<file path="src/pkg/slwr_pkg.sv">
// shared constants and types of the supply loss and wake reporting block
package slwr_pkg;
  // default count of main power channels
  localparam int SLWR_N_POWER = 5;
  // bit positions of the synchronised input vector
  localparam int SLWR_IX_BAT   = 0;
  localparam int SLWR_IX_LOGIC = 1;
  localparam int SLWR_IX_RANGE = 2;
  localparam int SLWR_IX_GND   = 3;
  localparam int SLWR_IX_RST   = 4;
  localparam int SLWR_IX_CLK   = 5;
  localparam int SLWR_SYNC_W   = 6;
  // supply condition decided every cycle
  typedef enum logic [2:0] {
    ST_RUN        = 3'h0,
    ST_BAT_LOSS   = 3'h1,
    ST_LOGIC_LOSS = 3'h2,
    ST_POWER_OFF  = 3'h3,
    ST_GND_LOSS   = 3'h4
  } slwr_supply_t;
  // reset values and clock pin high level
  localparam slwr_supply_t SLWR_STATE_RESET = ST_POWER_OFF;
  localparam logic         SLWR_FLAG_RESET  = 1'h0;
  localparam logic         SLWR_SYNC_RESET  = 1'h0;
  localparam logic         SLWR_PIN_HIGH    = 1'h1;
endpackage

</file>
<file path="src/pkg/slwr_sync_if.sv">
// carrier between the pin synchroniser and the block core
`timescale 1ns/1ns
`default_nettype none
interface slwr_sync_if #(
  parameter int WIDTH = 6
);
  logic [WIDTH-1:0] raw;
  logic [WIDTH-1:0] synced;
  modport feed (output raw, input synced);
  modport sync (input raw, output synced);
endinterface
`default_nettype wire

</file>
<file path="src/hdl/slwr_sync.sv">
// two flip-flop synchroniser for asynchronous pins and comparators
`timescale 1ns/1ns
`default_nettype none
module slwr_sync #(
  parameter int WIDTH = 6
) (
  // clock, reset, enable
  input wire logic   mclk,
  input wire logic   sys_rst,
  input wire logic   clk_en,
  // raw in, synchronised out
  slwr_sync_if.sync  pins
);
  import slwr_pkg::*;

  logic [WIDTH-1:0] stage1;
  logic [WIDTH-1:0] stage2;

  generate
    if (WIDTH < 1)
    begin : g_check
      $error("slwr_sync: WIDTH must be at least one");
    end
  endgenerate

  // first stage feeds only the second
  always_ff @(posedge mclk)
  begin
    if (sys_rst)
    begin
      stage1 <= {WIDTH{SLWR_SYNC_RESET}};
      stage2 <= {WIDTH{SLWR_SYNC_RESET}};
    end
    else if (clk_en)
    begin
      stage1 <= pins.raw;
      stage2 <= stage1;
    end
  end

  // settled levels
  assign pins.synced = stage2;
endmodule
`default_nettype wire

</file>
<file path="src/hdl/slwr_top.sv">
// supply loss decision and wake state reporting on the clock pin
// How it works
// - clock pin reports wake state only while host reset pin is held low.
// - awake with battery present, wake not from reset pin: clock pin is driven high.
// - asleep or woken by reset pin: clock pin undriven, input only.
// - operational only while wake is one; sleep while wake is zero.
// - no serial register readout while logic supply is absent.
// - both supplies lost: power off, all outputs off, all flags cleared.
// - battery lost, logic present: flags kept, five power outputs off.
// - battery lost, logic present: auxiliary output follows its configuration.
// - battery lost, logic present: serial reads kept while logic supply in range.
// - wake-up arriving during battery loss is not reported on clock pin.
// - logic supply lost with battery present: serial unavailable, watchdog timeout.
// - ground lost: five power outputs off.
// - serial errors and timeout enter fail mode; flag set on next transfer.
`timescale 1ns/1ns
`default_nettype none
module slwr_top #(
  parameter int N_POWER = slwr_pkg::SLWR_N_POWER
) (
  // clock, reset, enable
  input  wire logic                  mclk,
  input  wire logic                  sys_rst,
  input  wire logic                  clk_en,
  // supply comparators, asynchronous
  input  wire logic                  bat_pg,
  input  wire logic                  logic_pg,
  input  wire logic                  logic_in_range,
  input  wire logic                  gnd_ok,
  // host pins
  input  wire logic                  host_reset_n,
  input  wire logic                  clk_pin_in,
  output logic                       clk_pin_out,
  output logic                       clk_pin_oe,
  output logic                       clk_pin_level,
  // wake sources, same clock
  input  wire logic                  wake,
  input  wire logic                  wake_by_reset,
  // serial side, same clock
  input  wire logic                  serial_error,
  input  wire logic                  watchdog_expired,
  input  wire logic                  transfer_done,
  input  wire logic                  fail_exit,
  input  wire logic [N_POWER-1:0]    power_cfg,
  input  wire logic                  aux_cfg,
  // channel drive
  output logic [N_POWER-1:0]         power_outputs,
  output logic                       auxiliary_output,
  // supply and serial status
  output logic                       serial_read_en,
  output logic                       watchdog_timeout,
  output logic                       fail_mode,
  output logic                       serial_fail_flag,
  output logic                       register_clear,
  output logic                       operational,
  output logic                       sleep_mode,
  output slwr_pkg::slwr_supply_t     supply_state
);
  import slwr_pkg::*;

  generate
    if (N_POWER < 1)
    begin : g_check
      $error("slwr_top: N_POWER must be at least one");
    end
  endgenerate

  // supply decision, power off takes priority over every partial loss
  function automatic slwr_supply_t decode(input logic bat, input logic lgc, input logic gnd);
    if (!bat && !lgc)
      decode = ST_POWER_OFF;
    else if (!gnd)
      decode = ST_GND_LOSS;
    else if (!bat)
      decode = ST_BAT_LOSS;
    else if (!lgc)
      decode = ST_LOGIC_LOSS;
    else
      decode = ST_RUN;
  endfunction

  // pin synchroniser
  slwr_sync_if #(.WIDTH(SLWR_SYNC_W)) sync_bus ();

  logic [SLWR_SYNC_W-1:0] raw_pins;

  // gather asynchronous levels in synchroniser order, one driver for the vector
  always_comb
  begin
    raw_pins                = {SLWR_SYNC_W{SLWR_SYNC_RESET}};
    raw_pins[SLWR_IX_BAT]   = bat_pg;
    raw_pins[SLWR_IX_LOGIC] = logic_pg;
    raw_pins[SLWR_IX_RANGE] = logic_in_range;
    raw_pins[SLWR_IX_GND]   = gnd_ok;
    raw_pins[SLWR_IX_RST]   = host_reset_n;
    raw_pins[SLWR_IX_CLK]   = clk_pin_in;
  end

  assign sync_bus.raw = raw_pins;

  slwr_sync #(.WIDTH(SLWR_SYNC_W)) u_sync (
    .mclk    (mclk),
    .sys_rst (sys_rst),
    .clk_en  (clk_en),
    .pins    (sync_bus.sync)
  );

  // named synchronised levels
  wire bat_s   = sync_bus.synced[SLWR_IX_BAT];
  wire logic_s = sync_bus.synced[SLWR_IX_LOGIC];
  wire range_s = sync_bus.synced[SLWR_IX_RANGE];
  wire gnd_s   = sync_bus.synced[SLWR_IX_GND];
  wire rst_n_s = sync_bus.synced[SLWR_IX_RST];
  wire clk_s   = sync_bus.synced[SLWR_IX_CLK];

  slwr_supply_t next_state;
  logic         wake_q;
  logic         wake_hidden;

  // supply decision from registered levels, every cycle
  assign next_state = decode(bat_s, logic_s, gnd_s);

  // decoded conditions
  wire run_ok       = (next_state == ST_RUN) && wake;
  wire aux_ok       = ((next_state == ST_RUN) || (next_state == ST_BAT_LOSS)) && wake;
  wire read_ok      = logic_s && range_s && (next_state != ST_POWER_OFF)
                      && (next_state != ST_LOGIC_LOSS);
  wire clear_now    = (next_state == ST_POWER_OFF);
  wire wd_entry     = (next_state == ST_LOGIC_LOSS) && (supply_state != ST_LOGIC_LOSS);
  wire fail_event   = serial_error || watchdog_expired || wd_entry;
  wire wake_rise    = wake && !wake_q;
  wire hide_rise    = wake_rise && !bat_s;
  wire hidden_next  = wake && (wake_hidden || hide_rise);
  wire report_ok    = !rst_n_s && wake && !wake_by_reset && bat_s && !hidden_next;
  wire fail_clear   = fail_exit && !fail_event && (next_state != ST_LOGIC_LOSS);
  wire [N_POWER-1:0] next_power = run_ok ? power_cfg : {N_POWER{1'h0}};

  // supply state register
  always_ff @(posedge mclk)
  begin
    if (sys_rst)
      supply_state <= SLWR_STATE_RESET;
    else if (clk_en)
      supply_state <= next_state;
  end

  // channel drive, switched off in the same edge as the loss is decided
  always_ff @(posedge mclk)
  begin
    if (sys_rst)
    begin
      power_outputs    <= {N_POWER{1'h0}};
      auxiliary_output <= SLWR_FLAG_RESET;
    end
    else if (clk_en)
    begin
      power_outputs    <= next_power;
      auxiliary_output <= aux_ok && aux_cfg;
    end
  end

  // serial availability and clear level, high for the whole power off
  always_ff @(posedge mclk)
  begin
    if (sys_rst)
    begin
      serial_read_en   <= SLWR_FLAG_RESET;
      register_clear   <= !SLWR_FLAG_RESET;
      watchdog_timeout <= SLWR_FLAG_RESET;
    end
    else if (clk_en)
    begin
      serial_read_en   <= read_ok;
      register_clear   <= clear_now;
      watchdog_timeout <= wd_entry;
    end
  end

  // fail mode, a new error beats a simultaneous exit
  always_ff @(posedge mclk)
  begin
    if (sys_rst)
      fail_mode <= SLWR_FLAG_RESET;
    else if (clk_en)
    begin
      if (clear_now)
        fail_mode <= SLWR_FLAG_RESET;
      else if (fail_event)
        fail_mode <= !SLWR_FLAG_RESET;
      else if (fail_clear)
        fail_mode <= SLWR_FLAG_RESET;
    end
  end

  // failure flag shows on the transfer after fail mode was entered
  always_ff @(posedge mclk)
  begin
    if (sys_rst)
      serial_fail_flag <= SLWR_FLAG_RESET;
    else if (clk_en)
    begin
      if (clear_now)
        serial_fail_flag <= SLWR_FLAG_RESET;
      else if (fail_mode && transfer_done)
        serial_fail_flag <= !SLWR_FLAG_RESET;
      else if (fail_clear)
        serial_fail_flag <= SLWR_FLAG_RESET;
    end
  end

  // wake edge tracking, a wake that began without battery stays hidden
  always_ff @(posedge mclk)
  begin
    if (sys_rst)
    begin
      // starts high so a wake already present is no edge while syncs read zero
      wake_q      <= !SLWR_FLAG_RESET;
      wake_hidden <= SLWR_FLAG_RESET;
    end
    else if (clk_en)
    begin
      wake_q      <= wake;
      wake_hidden <= hidden_next;
    end
  end

  // clock pin drive and settled pin level
  always_ff @(posedge mclk)
  begin
    if (sys_rst)
    begin
      clk_pin_oe    <= SLWR_FLAG_RESET;
      clk_pin_out   <= SLWR_FLAG_RESET;
      clk_pin_level <= SLWR_FLAG_RESET;
    end
    else if (clk_en)
    begin
      clk_pin_oe    <= report_ok;
      clk_pin_out   <= report_ok ? SLWR_PIN_HIGH : SLWR_FLAG_RESET;
      clk_pin_level <= clk_s;
    end
  end

  // wake level gives run and sleep
  assign operational = wake;
  assign sleep_mode  = !wake;
endmodule
`default_nettype wire

</file>
<file path="config.mk">
export PLATFORM = sky130hd
export DESIGN_NAME = slwr_top
export DESIGN_NICKNAME = d
export VERILOG_FILES = /design/src/pkg/slwr_pkg.sv /design/src/pkg/slwr_sync_if.sv /design/src/hdl/slwr_sync.sv /design/src/hdl/slwr_top.sv
export SDC_FILE = /design/constraint.sdc
export NUM_CORES = 1
export LEC_CHECK = 0
export BUFFER_PORTS_ARGS = -buffer_cell sky130_fd_sc_hd__buf_4
export CORE_MARGIN = 2
export CORE_UTILIZATION = 33
export DETAILED_ROUTE_END_ITERATION = 8
export HOLD_SLACK_MARGIN = 0.1
export MAX_ROUTING_LAYER = met4
export PLACE_DENSITY = 0.53
export SLEW_MARGIN = 20
export SYNTH_ARGS = -nofsm -noshare
export SYNTH_HDL_FRONTEND = slang
export SYNTH_SLANG_ARGS = --single-unit
</file>
<file path="constraint.sdc">
create_clock -name mclk -period 2.72 [get_ports mclk]
set_clock_uncertainty 0.2 [all_clocks]
set_input_delay 0.136 -clock mclk [delete_from_list [all_inputs] [get_ports mclk]]
set_output_delay 0.136 -clock mclk [all_outputs]
set_load 0.02 [all_outputs]
</file>
# Yosys cells after proc, flatten, opt, wreduce, memory -nomap -nowiden
# Index checks and enable logic that the tools add are counted.
[word_totals] ff_bits=31 inputBits=21 out_inout_bits=19 wordCells=67
[classes] eq_ne=6 muxes=11 n_reduce_logical=35
[ops] cell="1-bit logical AND" n=18
[ops] cell="3-bit by 2-bit != test with 1-bit output, second input constant" n=3
[ops] cell="1-bit logical NOT" n=8
[ops] cell="3-bit by 2-bit == test with 1-bit output, second input constant" n=2
[ops] cell="1-bit 2-to-1 mux" n=6
[ops] cell="3-bit 2-to-1 mux" n=2
[ops] cell="3-bit nonzero test" n=2
[ops] cell="5-bit 2-to-1 mux" n=1
[ops] cell="1-bit logical OR" n=4
[ops] cell="2-bit 2-to-1 mux" n=2
[ops] cell="2-bit AND reduction" n=2
[ops] cell="3-bit by 1-bit == test with 1-bit output, second input constant" n=1
[ops] cell="3-bit logical NOT" n=1

# Logic depth before layout (Yosys ltp)
# Gate-level depths: netlist (run 1).
[depth] ltp_word=13 mapped_depth=5 mapped_depth_nobuf=3

# Modules after synthesis
# From an unflattened synthesis (run 1), not the netlist that was laid out.
[unflattened] cells_unflattened=131 area_unflattened_um2=1222.4
[modules_own_cells] module="slwr_top" instances=1 cells_each=93 area_per_inst_um2=802.0 seq_area_each_um2=360.3
[modules_own_cells] module="slwr_sync" instances=1 cells_each=38 area_per_inst_um2=420.4 seq_area_each_um2=240.2

# Worst setup path after synthesis (run 1)
# OpenSTA, ideal clock, no wires.
[synth_path] path_type="register to register" start="register supply_state[2]" end="register watchdog_timeout" setup_ns=0.066 arrival_time_ns=1.114 t_required_ns=2.454 slack_ns=1.340 stages_incl_launch_ff=4 path_buffers=0 period_less_slack_ns=1.380 path_cell_list="dfxtp_1 nor3b_1 or4b_4 a21oi_2"
[synth_between] elab_chain_len=2
[synth_lines] item="start: declaration" line_no="slwr_top.sv:57" source="output slwr_pkg::slwr_supply_t supply_state"
[synth_lines] item="start signal: assignment" line_no="slwr_top.sv:144" source="supply_state <= next_state;"
[synth_lines] item="3-bit by 2-bit != test with 1-bit output" line_no="slwr_top.sv:129" source="wire wd_entry = (next_state == ST_LOGIC_LOSS) && (supply_state != ST_LOGIC_LOSS);"
[synth_lines] item="1-bit logical AND" line_no="slwr_top.sv:129"
[synth_lines] item="end signal: assignment" line_no="slwr_top.sv:175" source="watchdog_timeout <= wd_entry;"
[synth_lines] item="end: declaration" line_no="slwr_top.sv:51" source="output logic watchdog_timeout,"
# Every way passes these cells.
# A chain may end at the register's enable or synchronous reset.

# Final worst setup path (run 1)
[layout_path] start="register u_sync.stage2[1], in the netlist u_sync.pins.synced[1]" end="register fail_mode"
[layout_between] elab_chain_len=12 elab_cells_between_ends=18 cone_classes="eq/ne: 3; mux: 6; reduce/logical: 9"
[layout_lines] item="start: declaration" line_no="slwr_sync.sv:17" source="logic [WIDTH-1:0] stage2;"
[layout_lines] item="start signal: assignment" line_no="slwr_sync.sv:32" source="stage2 <= {WIDTH{SLWR_SYNC_RESET}};"
[layout_lines] item="start signal: assignment" line_no="slwr_sync.sv:37" source="stage2 <= stage1;"
[layout_lines] item="2-bit 2-to-1 mux" line_no="slwr_top.sv:76" source="else if (!lgc)"
[layout_lines] item="2-bit 2-to-1 mux" line_no="slwr_top.sv:74" source="else if (!bat)"
[layout_lines] item="3-bit 2-to-1 mux" line_no="slwr_top.sv:72" source="else if (!gnd)"
[layout_lines] item="3-bit 2-to-1 mux (*)" line_no="slwr_top.sv:70" source="if (!bat && !lgc)"
[layout_lines] item="3-bit by 2-bit == test with 1-bit output" line_no="slwr_top.sv:129"
[layout_lines] item="1-bit logical AND" line_no="slwr_top.sv:129"
[layout_lines] item="1-bit logical OR" line_no="slwr_top.sv:130" source="wire fail_event = serial_error || watchdog_expired || wd_entry;"
[layout_lines] item="1-bit logical NOT" line_no="slwr_top.sv:135" source="wire fail_clear = fail_exit && !fail_event && (next_state != ST_LOGIC_LOSS);"
[layout_lines] item="1-bit logical AND (2 in series)" line_no="slwr_top.sv:135"
[layout_lines] item="3-bit nonzero test (no source line)"
[layout_lines] item="2-bit AND reduction (no source line)"
[layout_lines] item="end signal: assignment" line_no="slwr_top.sv:189" source="fail_mode <= !SLWR_FLAG_RESET;"
[layout_lines] item="end: declaration" line_no="slwr_top.sv:52" source="output logic fail_mode,"
# Mark *: on every way between the ends. The rest lies on a longest branch, timed or not.

==> qor.csv, run 1 <==
metric;value;unit
grt_max_degree;45;
first_pass_iters;4;
relSlewSlack;69.6;%
syn_to_final_growth;50.9;%
power.density;485;nW/µm²
synth_nets;153;
gp_congestion;0.790;
final_nets;217;
arrival;2.42;ns
path_cells;nand2b_1, nand4_1, dlygate4sd3_1, a22o_1, dlygate4sd3_1;
die_h;66.2;µm
drtAntennaViolNets;0;
finalNonFillerCells;245;
wl_per_cell;11.6;µm
total_power;0.933;mW
worstSetupStartpointType;flop;
min_path_type;in -> reg;
final_cell_mix;39 x buf_4, 30 x dfxtp_1, 30 x dlygate4sd3_1;
final_common_cell;buf_4;
setup_violations;0;
io_pins;40;
post-route-period-util;90.1;%
busiest_layer;met2;
synth-seq-area-share;47.1;%
critPathSlowestCell;dlygate4sd3_1;
netlist_instances;132;
die_w;66.2;µm
first_global_vias;1066;
final_hold_viol_count;0;
use_met2;22.8;%
vdd.ir_drop.worst;317;µV
cts-htree-levels;2;
drc;0;
grtUsageMet1;16.1;%
cts_root_buf;clkbuf_8;
worst_setup_path_end_kind;flop;
drv_slew;0;
met3_usage;3.58;%
yosysWarningCount;0;
rows;22;
yosys_register_bits;30;
overflow;0;
hpwl;1.76;mm
crit_path_frequent_cell;dlygate4sd3_1;
ys_types;31;
syn_area;1270;µm²
cts.path.max_buffers;2;
maxCapViolCount;0;
design.core.area;3690;µm²
post_cts_resized;0;
clk_pin_slew;0.06;ns
syn_area_per_cell;9.66;µm²
worst_pin_slew;0.455;ns
drive_above_1_share;25.9;%
leakagePower;0.836;nW
regToRegStartpoint;u_sync.pins.synced[1];
slowest_delay;0.61;ns
dr_total_vias;1127;
floorplan.initialDensity;34.6;%
hold_start;aux_cfg;
cts_buffers;5;
grt_pass1_wl;4.54;mm
path_class;reg -> reg;
clock_latency;0.28;ns
postCtsSetupRepairBufs;0;
dp.cells;207;
grt_setup_unrepaired;no;
startpoint;u_sync.pins.synced[1];
die_area;4380;µm²
fin_crit;2.45;ns
required;2.69;ns
fillers;375;
cts.sinks;30;
first_iter_violations;25;
status;finished, final reports clean;
fin_setup_tns;0;ns
hold_buffers;30;
antenna_cells;0;
timing.fmax;408;MHz
avgViaCountPerCell;4.60;
cts_tree;done;
track_usage;14.1;%
critical_path.max_fanout;11;
routed_wirelength;2.83;mm
grt_antenna_before_repair;0;
portBuffers;39;
## Yosys cell counts
cell	n	area (µm²)
nand3b_1	1	7.51
a311o_1	1	10.0
a21oi_1	11	55.1
buf_4	4	30.0
and4_1	1	8.76
and4_2	1	10.0
a311oi_1	1	8.76
dfxtp_1	30	601
buf_2	2	10.0
nand3_1	7	35.0
nor2_1	19	71.3
nand2_2	1	6.26
clkbuf_1	2	7.51
or2b_2	1	8.76
nand2b_1	12	75.1
buf_6	3	33.8
nand4_1	1	6.26
nor2b_1	3	18.8
nor3_1	1	5.00
inv_1	2	7.51
o21bai_1	1	7.51
a211o_1	2	17.5
nor4b_1	1	8.76
mux2i_1	14	140
o31ai_1	1	7.51
clkbuf_8	1	13.8
or4b_4	1	13.8
o21ai_0	2	10.0
a21oi_2	1	8.76
nor3b_1	3	22.5
a22o_1	1	8.76
## through the flow
| stage | setup slack (ns) | util, % | area [µm²] | hold WS (ns) |
|---|---|---|---|---|
| global route | 0.134 | 52.2 | 1920 | 0.178 |
| detailed placement | 1.25 | 41.6 | 1530 | 0.178 |
| finish | 0.268 | 52.2 | 1920 | 0.120 |
| global placement | 1.29 | 41.6 | 1530 | 0.174 |
| floorplan | 1.34 | - | 1270 | 0.0832 |
| CTS | 0.312 | 52.2 | 1920 | 0.109 |
## flip-flops by register name, summed over array words and instances, names as in the netlist
| register | flops |
|---|---|
| serial_read_en | 1 |
| power_outputs | 5 |
| clk_pin_level | 1 |
| wake_q | 1 |
| u_sync.stage1 | 6 |
| wake_hidden | 1 |
| auxiliary_output | 1 |
| register_clear | 1 |
| u_sync.pins.synced | 6 |
| serial_fail_flag | 1 |
| watchdog_timeout | 1 |
| fail_mode | 1 |
| supply_state | 3 |
| clk_pin_out | 1 |
## kinds of logic after synthesis
logic type | share of synthesized area, %
buf+inv | 8.05
mux | 11.0
flops | 47.1
simple gates | 23.4
compound gates | 10.5
## routing by layer
metal | up-vias | share of wire, % | wire length, µm
li1 | 582 | - | -
met1 | 510 | 46 | 1320
met2 | 30 | 47 | 1340
met3 | 5 | 4.4 | 126
met4 | 0 | 1.9 | 53
met5 | - | 0 | 0
## final cells by class
type	count	area, µm²	share of cell area, %
clock buffer	7	86.3	4.49
clock inverter	1	5.00	0.260
inverter	2	7.51	0.390
multi-input combinational	88	572	29.7
sequential	30	601	31.2
tap	48	60.1	3.12
timing repair buffer	69	593	30.8
## worst paths after layout
kind / end / slack [ns] / depth (start not counted)
setup / recovery: fail_mode / 0.27 / 5
hold / removal: auxiliary_output / 0.12 / 4
setup reg to reg: fail_mode / 0.27 / 5
hold reg to reg: serial_read_en / 0.29 / 2
## power breakdown
| part | internal (mW) | leakage (nW) | switching [mW] | total, mW |
|---|---|---|---|---|
| combinational | 0.0669 | 0.543 | 0.0465 | 0.113 |
| sequential | 0.453 | 0.244 | 0.00988 | 0.463 |
| clock | 0.203 | 0.0482 | 0.154 | 0.357 |
## worst max-delay path, delay by kind of cell, from the launching register on
kind	cells	cell delay [ns]
AOI/OAI and AO/OA	1	0.21
buffers and inverters	2	1.15
DFF	1	0.50
and+or+nand+nor	2	0.27
(Power assumes the default switching activity.)
==> run 2, diff against run 1 <==
--- a/config.mk
+++ b/config.mk
@@ -7,11 +7,11 @@
 export LEC_CHECK = 0
 export BUFFER_PORTS_ARGS = -buffer_cell sky130_fd_sc_hd__buf_4
 export CORE_MARGIN = 2
-export CORE_UTILIZATION = 33
+export CORE_UTILIZATION = 30
 export DETAILED_ROUTE_END_ITERATION = 8
 export HOLD_SLACK_MARGIN = 0.1
 export MAX_ROUTING_LAYER = met4
-export PLACE_DENSITY = 0.53
+export PLACE_DENSITY = 0.49
 export SLEW_MARGIN = 20
 export SYNTH_ARGS = -nofsm -noshare
 export SYNTH_HDL_FRONTEND = slang
==> run 2 against run 1 <==
Clock-buffer cell count did not move; fmax increased by 0.22%; global-route usage shrank 0.54 points; routed wire length up 5.9%; utilization is 4.2 points lower; sequential share of layout area decreased by 0.36 points; critical path type unchanged; highest routed layer unchanged.
==> qor.csv, run 2 (same netlist as run 1, synthesis figures left out) <==
metric;value;unit
status;finished, final reports clean;
cpLargestDelayFamily;buffers and inverters;
crit_end;fail_mode;
grt_max_degree;45;
critPathBufInv;2;
hpwl;1.85;mm
power.density;482;nW/µm²
drtAntennaViolNets;0;
drive_above_1_share;25.6;%
die_w;69.2;µm
crit_path_frequent_cell;dlygate4sd3_1;
gp_congestion;0.679;
drv_slew;0;
track_usage;13.6;%
antenna_cells;0;
first_global_vias;1176;
final_cell_mix;39 x buf_4, 32 x dlygate4sd3_1, 30 x dfxtp_1;
fin_crit;2.45;ns
path_class;reg -> reg;
rr_endpoint;fail_mode;
grt_pass1_wl;5.06;mm
min_path_cells;3;
startpoint;u_sync.pins.synced[1];
final_hold_viol_count;0;
grt_setup_unrepaired;no;
cts-htree-levels;2;
fillers;388;
critPathSlowestCell;dlygate4sd3_1;
worst_pin_slew;0.465;ns
final_nets;219;
grt_antenna_before_repair;0;
seq_area;601;µm²
crit_cells;5;
hold_start;clk_en;
rows;23;
arrival;2.41;ns
post-route-period-util;89.9;%
slowest_delay;0.59;ns
worst_slack;0.274;ns
routed_wirelength;3.00;mm
design.core.area;4060;µm²
avgViaCountPerCell;4.66;
rr_worst_depth;5;
relSlewSlack;69.0;%
hold_buffers;32;
post_cts_resized;0;
cts_root_buf;clkbuf_8;
cts.sinks;30;
timing.fmax;409;MHz
first_iter_violations;28;
pre_cts_ws;1.27;ns
required;2.68;ns
cts.path.max_buffers;2;
multi_input_area;572;µm²
syn_to_final_growth;52.7;%
worst_setup_path_end_kind;flop;
clk_pin_slew;0.06;ns
min_path_type;in -> reg;
first_pass_iters;4;
postCtsSetupRepairBufs;0;
clock_latency;0.28;ns
overflow;0;
final_common_cell;buf_4;
total_power;0.939;mW
regToRegStartpoint;u_sync.pins.synced[1];
path_cells;nand2b_1, nand4_1, dlygate4sd3_1, a22o_1, dlygate4sd3_1;
setup_violations;0;
die_area;4790;µm²
dr_total_vias;1160;
fin_setup_tns;0;ns
maxCapViolCount;0;
vdd.ir_drop.worst;240;µV
cts_buffers;5;
reg2reg_slack;0.27;ns
floorplan.initialDensity;31.4;%
portBuffers;39;
drc;0;
cts_tree;done;
leakagePower;0.842;nW
io_pins;40;
critical_path.max_fanout;11;
die_h;69.2;µm
worstSetupStartpointType;flop;
wl_per_cell;12.1;µm
run 2: changes by cell type in the layout (fill, tap and decap cells not counted):
cell           before  now
dlygate4sd3_1      30   32
run 2: how the worst min path moves through the flow:
stage / to / slack [ns]
after global placement: u_sync.stage1[3] / 0.18
after CTS: serial_read_en / 0.14
final: serial_read_en / 0.16
after floorplan: u_sync.stage1[0] / 0.08
after detailed placement: u_sync.stage1[3] / 0.18
after global routing: serial_read_en / 0.18
run 2: per-stage QoR:
step	utilization [%]	hold WS [ns]	area, µm²	cells
final	48.0	0.159	1950	249
after global placement	37.8	0.175	1540	209
after detailed placement	37.8	0.181	1540	209
after CTS	48.0	0.142	1950	249
after global routing	48.0	0.177	1950	249
after floorplan	-	0.0832	1270	132
run 2: worst min-delay path, cell delays in order:
cell     delay, ns
buf_4         0.26
nand3_1       0.12
a21oi_1       0.06
run 2: per-layer routing:
metal	wire (µm)	part of all wire, %	GRT usage, %	up-vias
li1	-	-	-	582
met1	1350	45	15.1	544
met2	1470	49	21.9	30
met3	147	4.9	5.52	4
met4	28	0.93	5.23	0
met5	0	0	-	-
run 2: area by class of cell:
class / count / area share (%)
Timing Repair Buffer: 71 / 31.5
Sequential cell: 30 / 30.8
Multi-Input combinational cell: 88 / 29.4
Clock buffer: 7 / 4.43
Tap cell: 50 / 3.21
Inverter: 2 / 0.386
Clock inverter: 1 / 0.257
run 2: power by group:
part           total (mW)  switching, mW  internal (mW)
clock network       0.360          0.157          0.204
registers           0.463         0.0101          0.453
logic               0.116         0.0477         0.0688
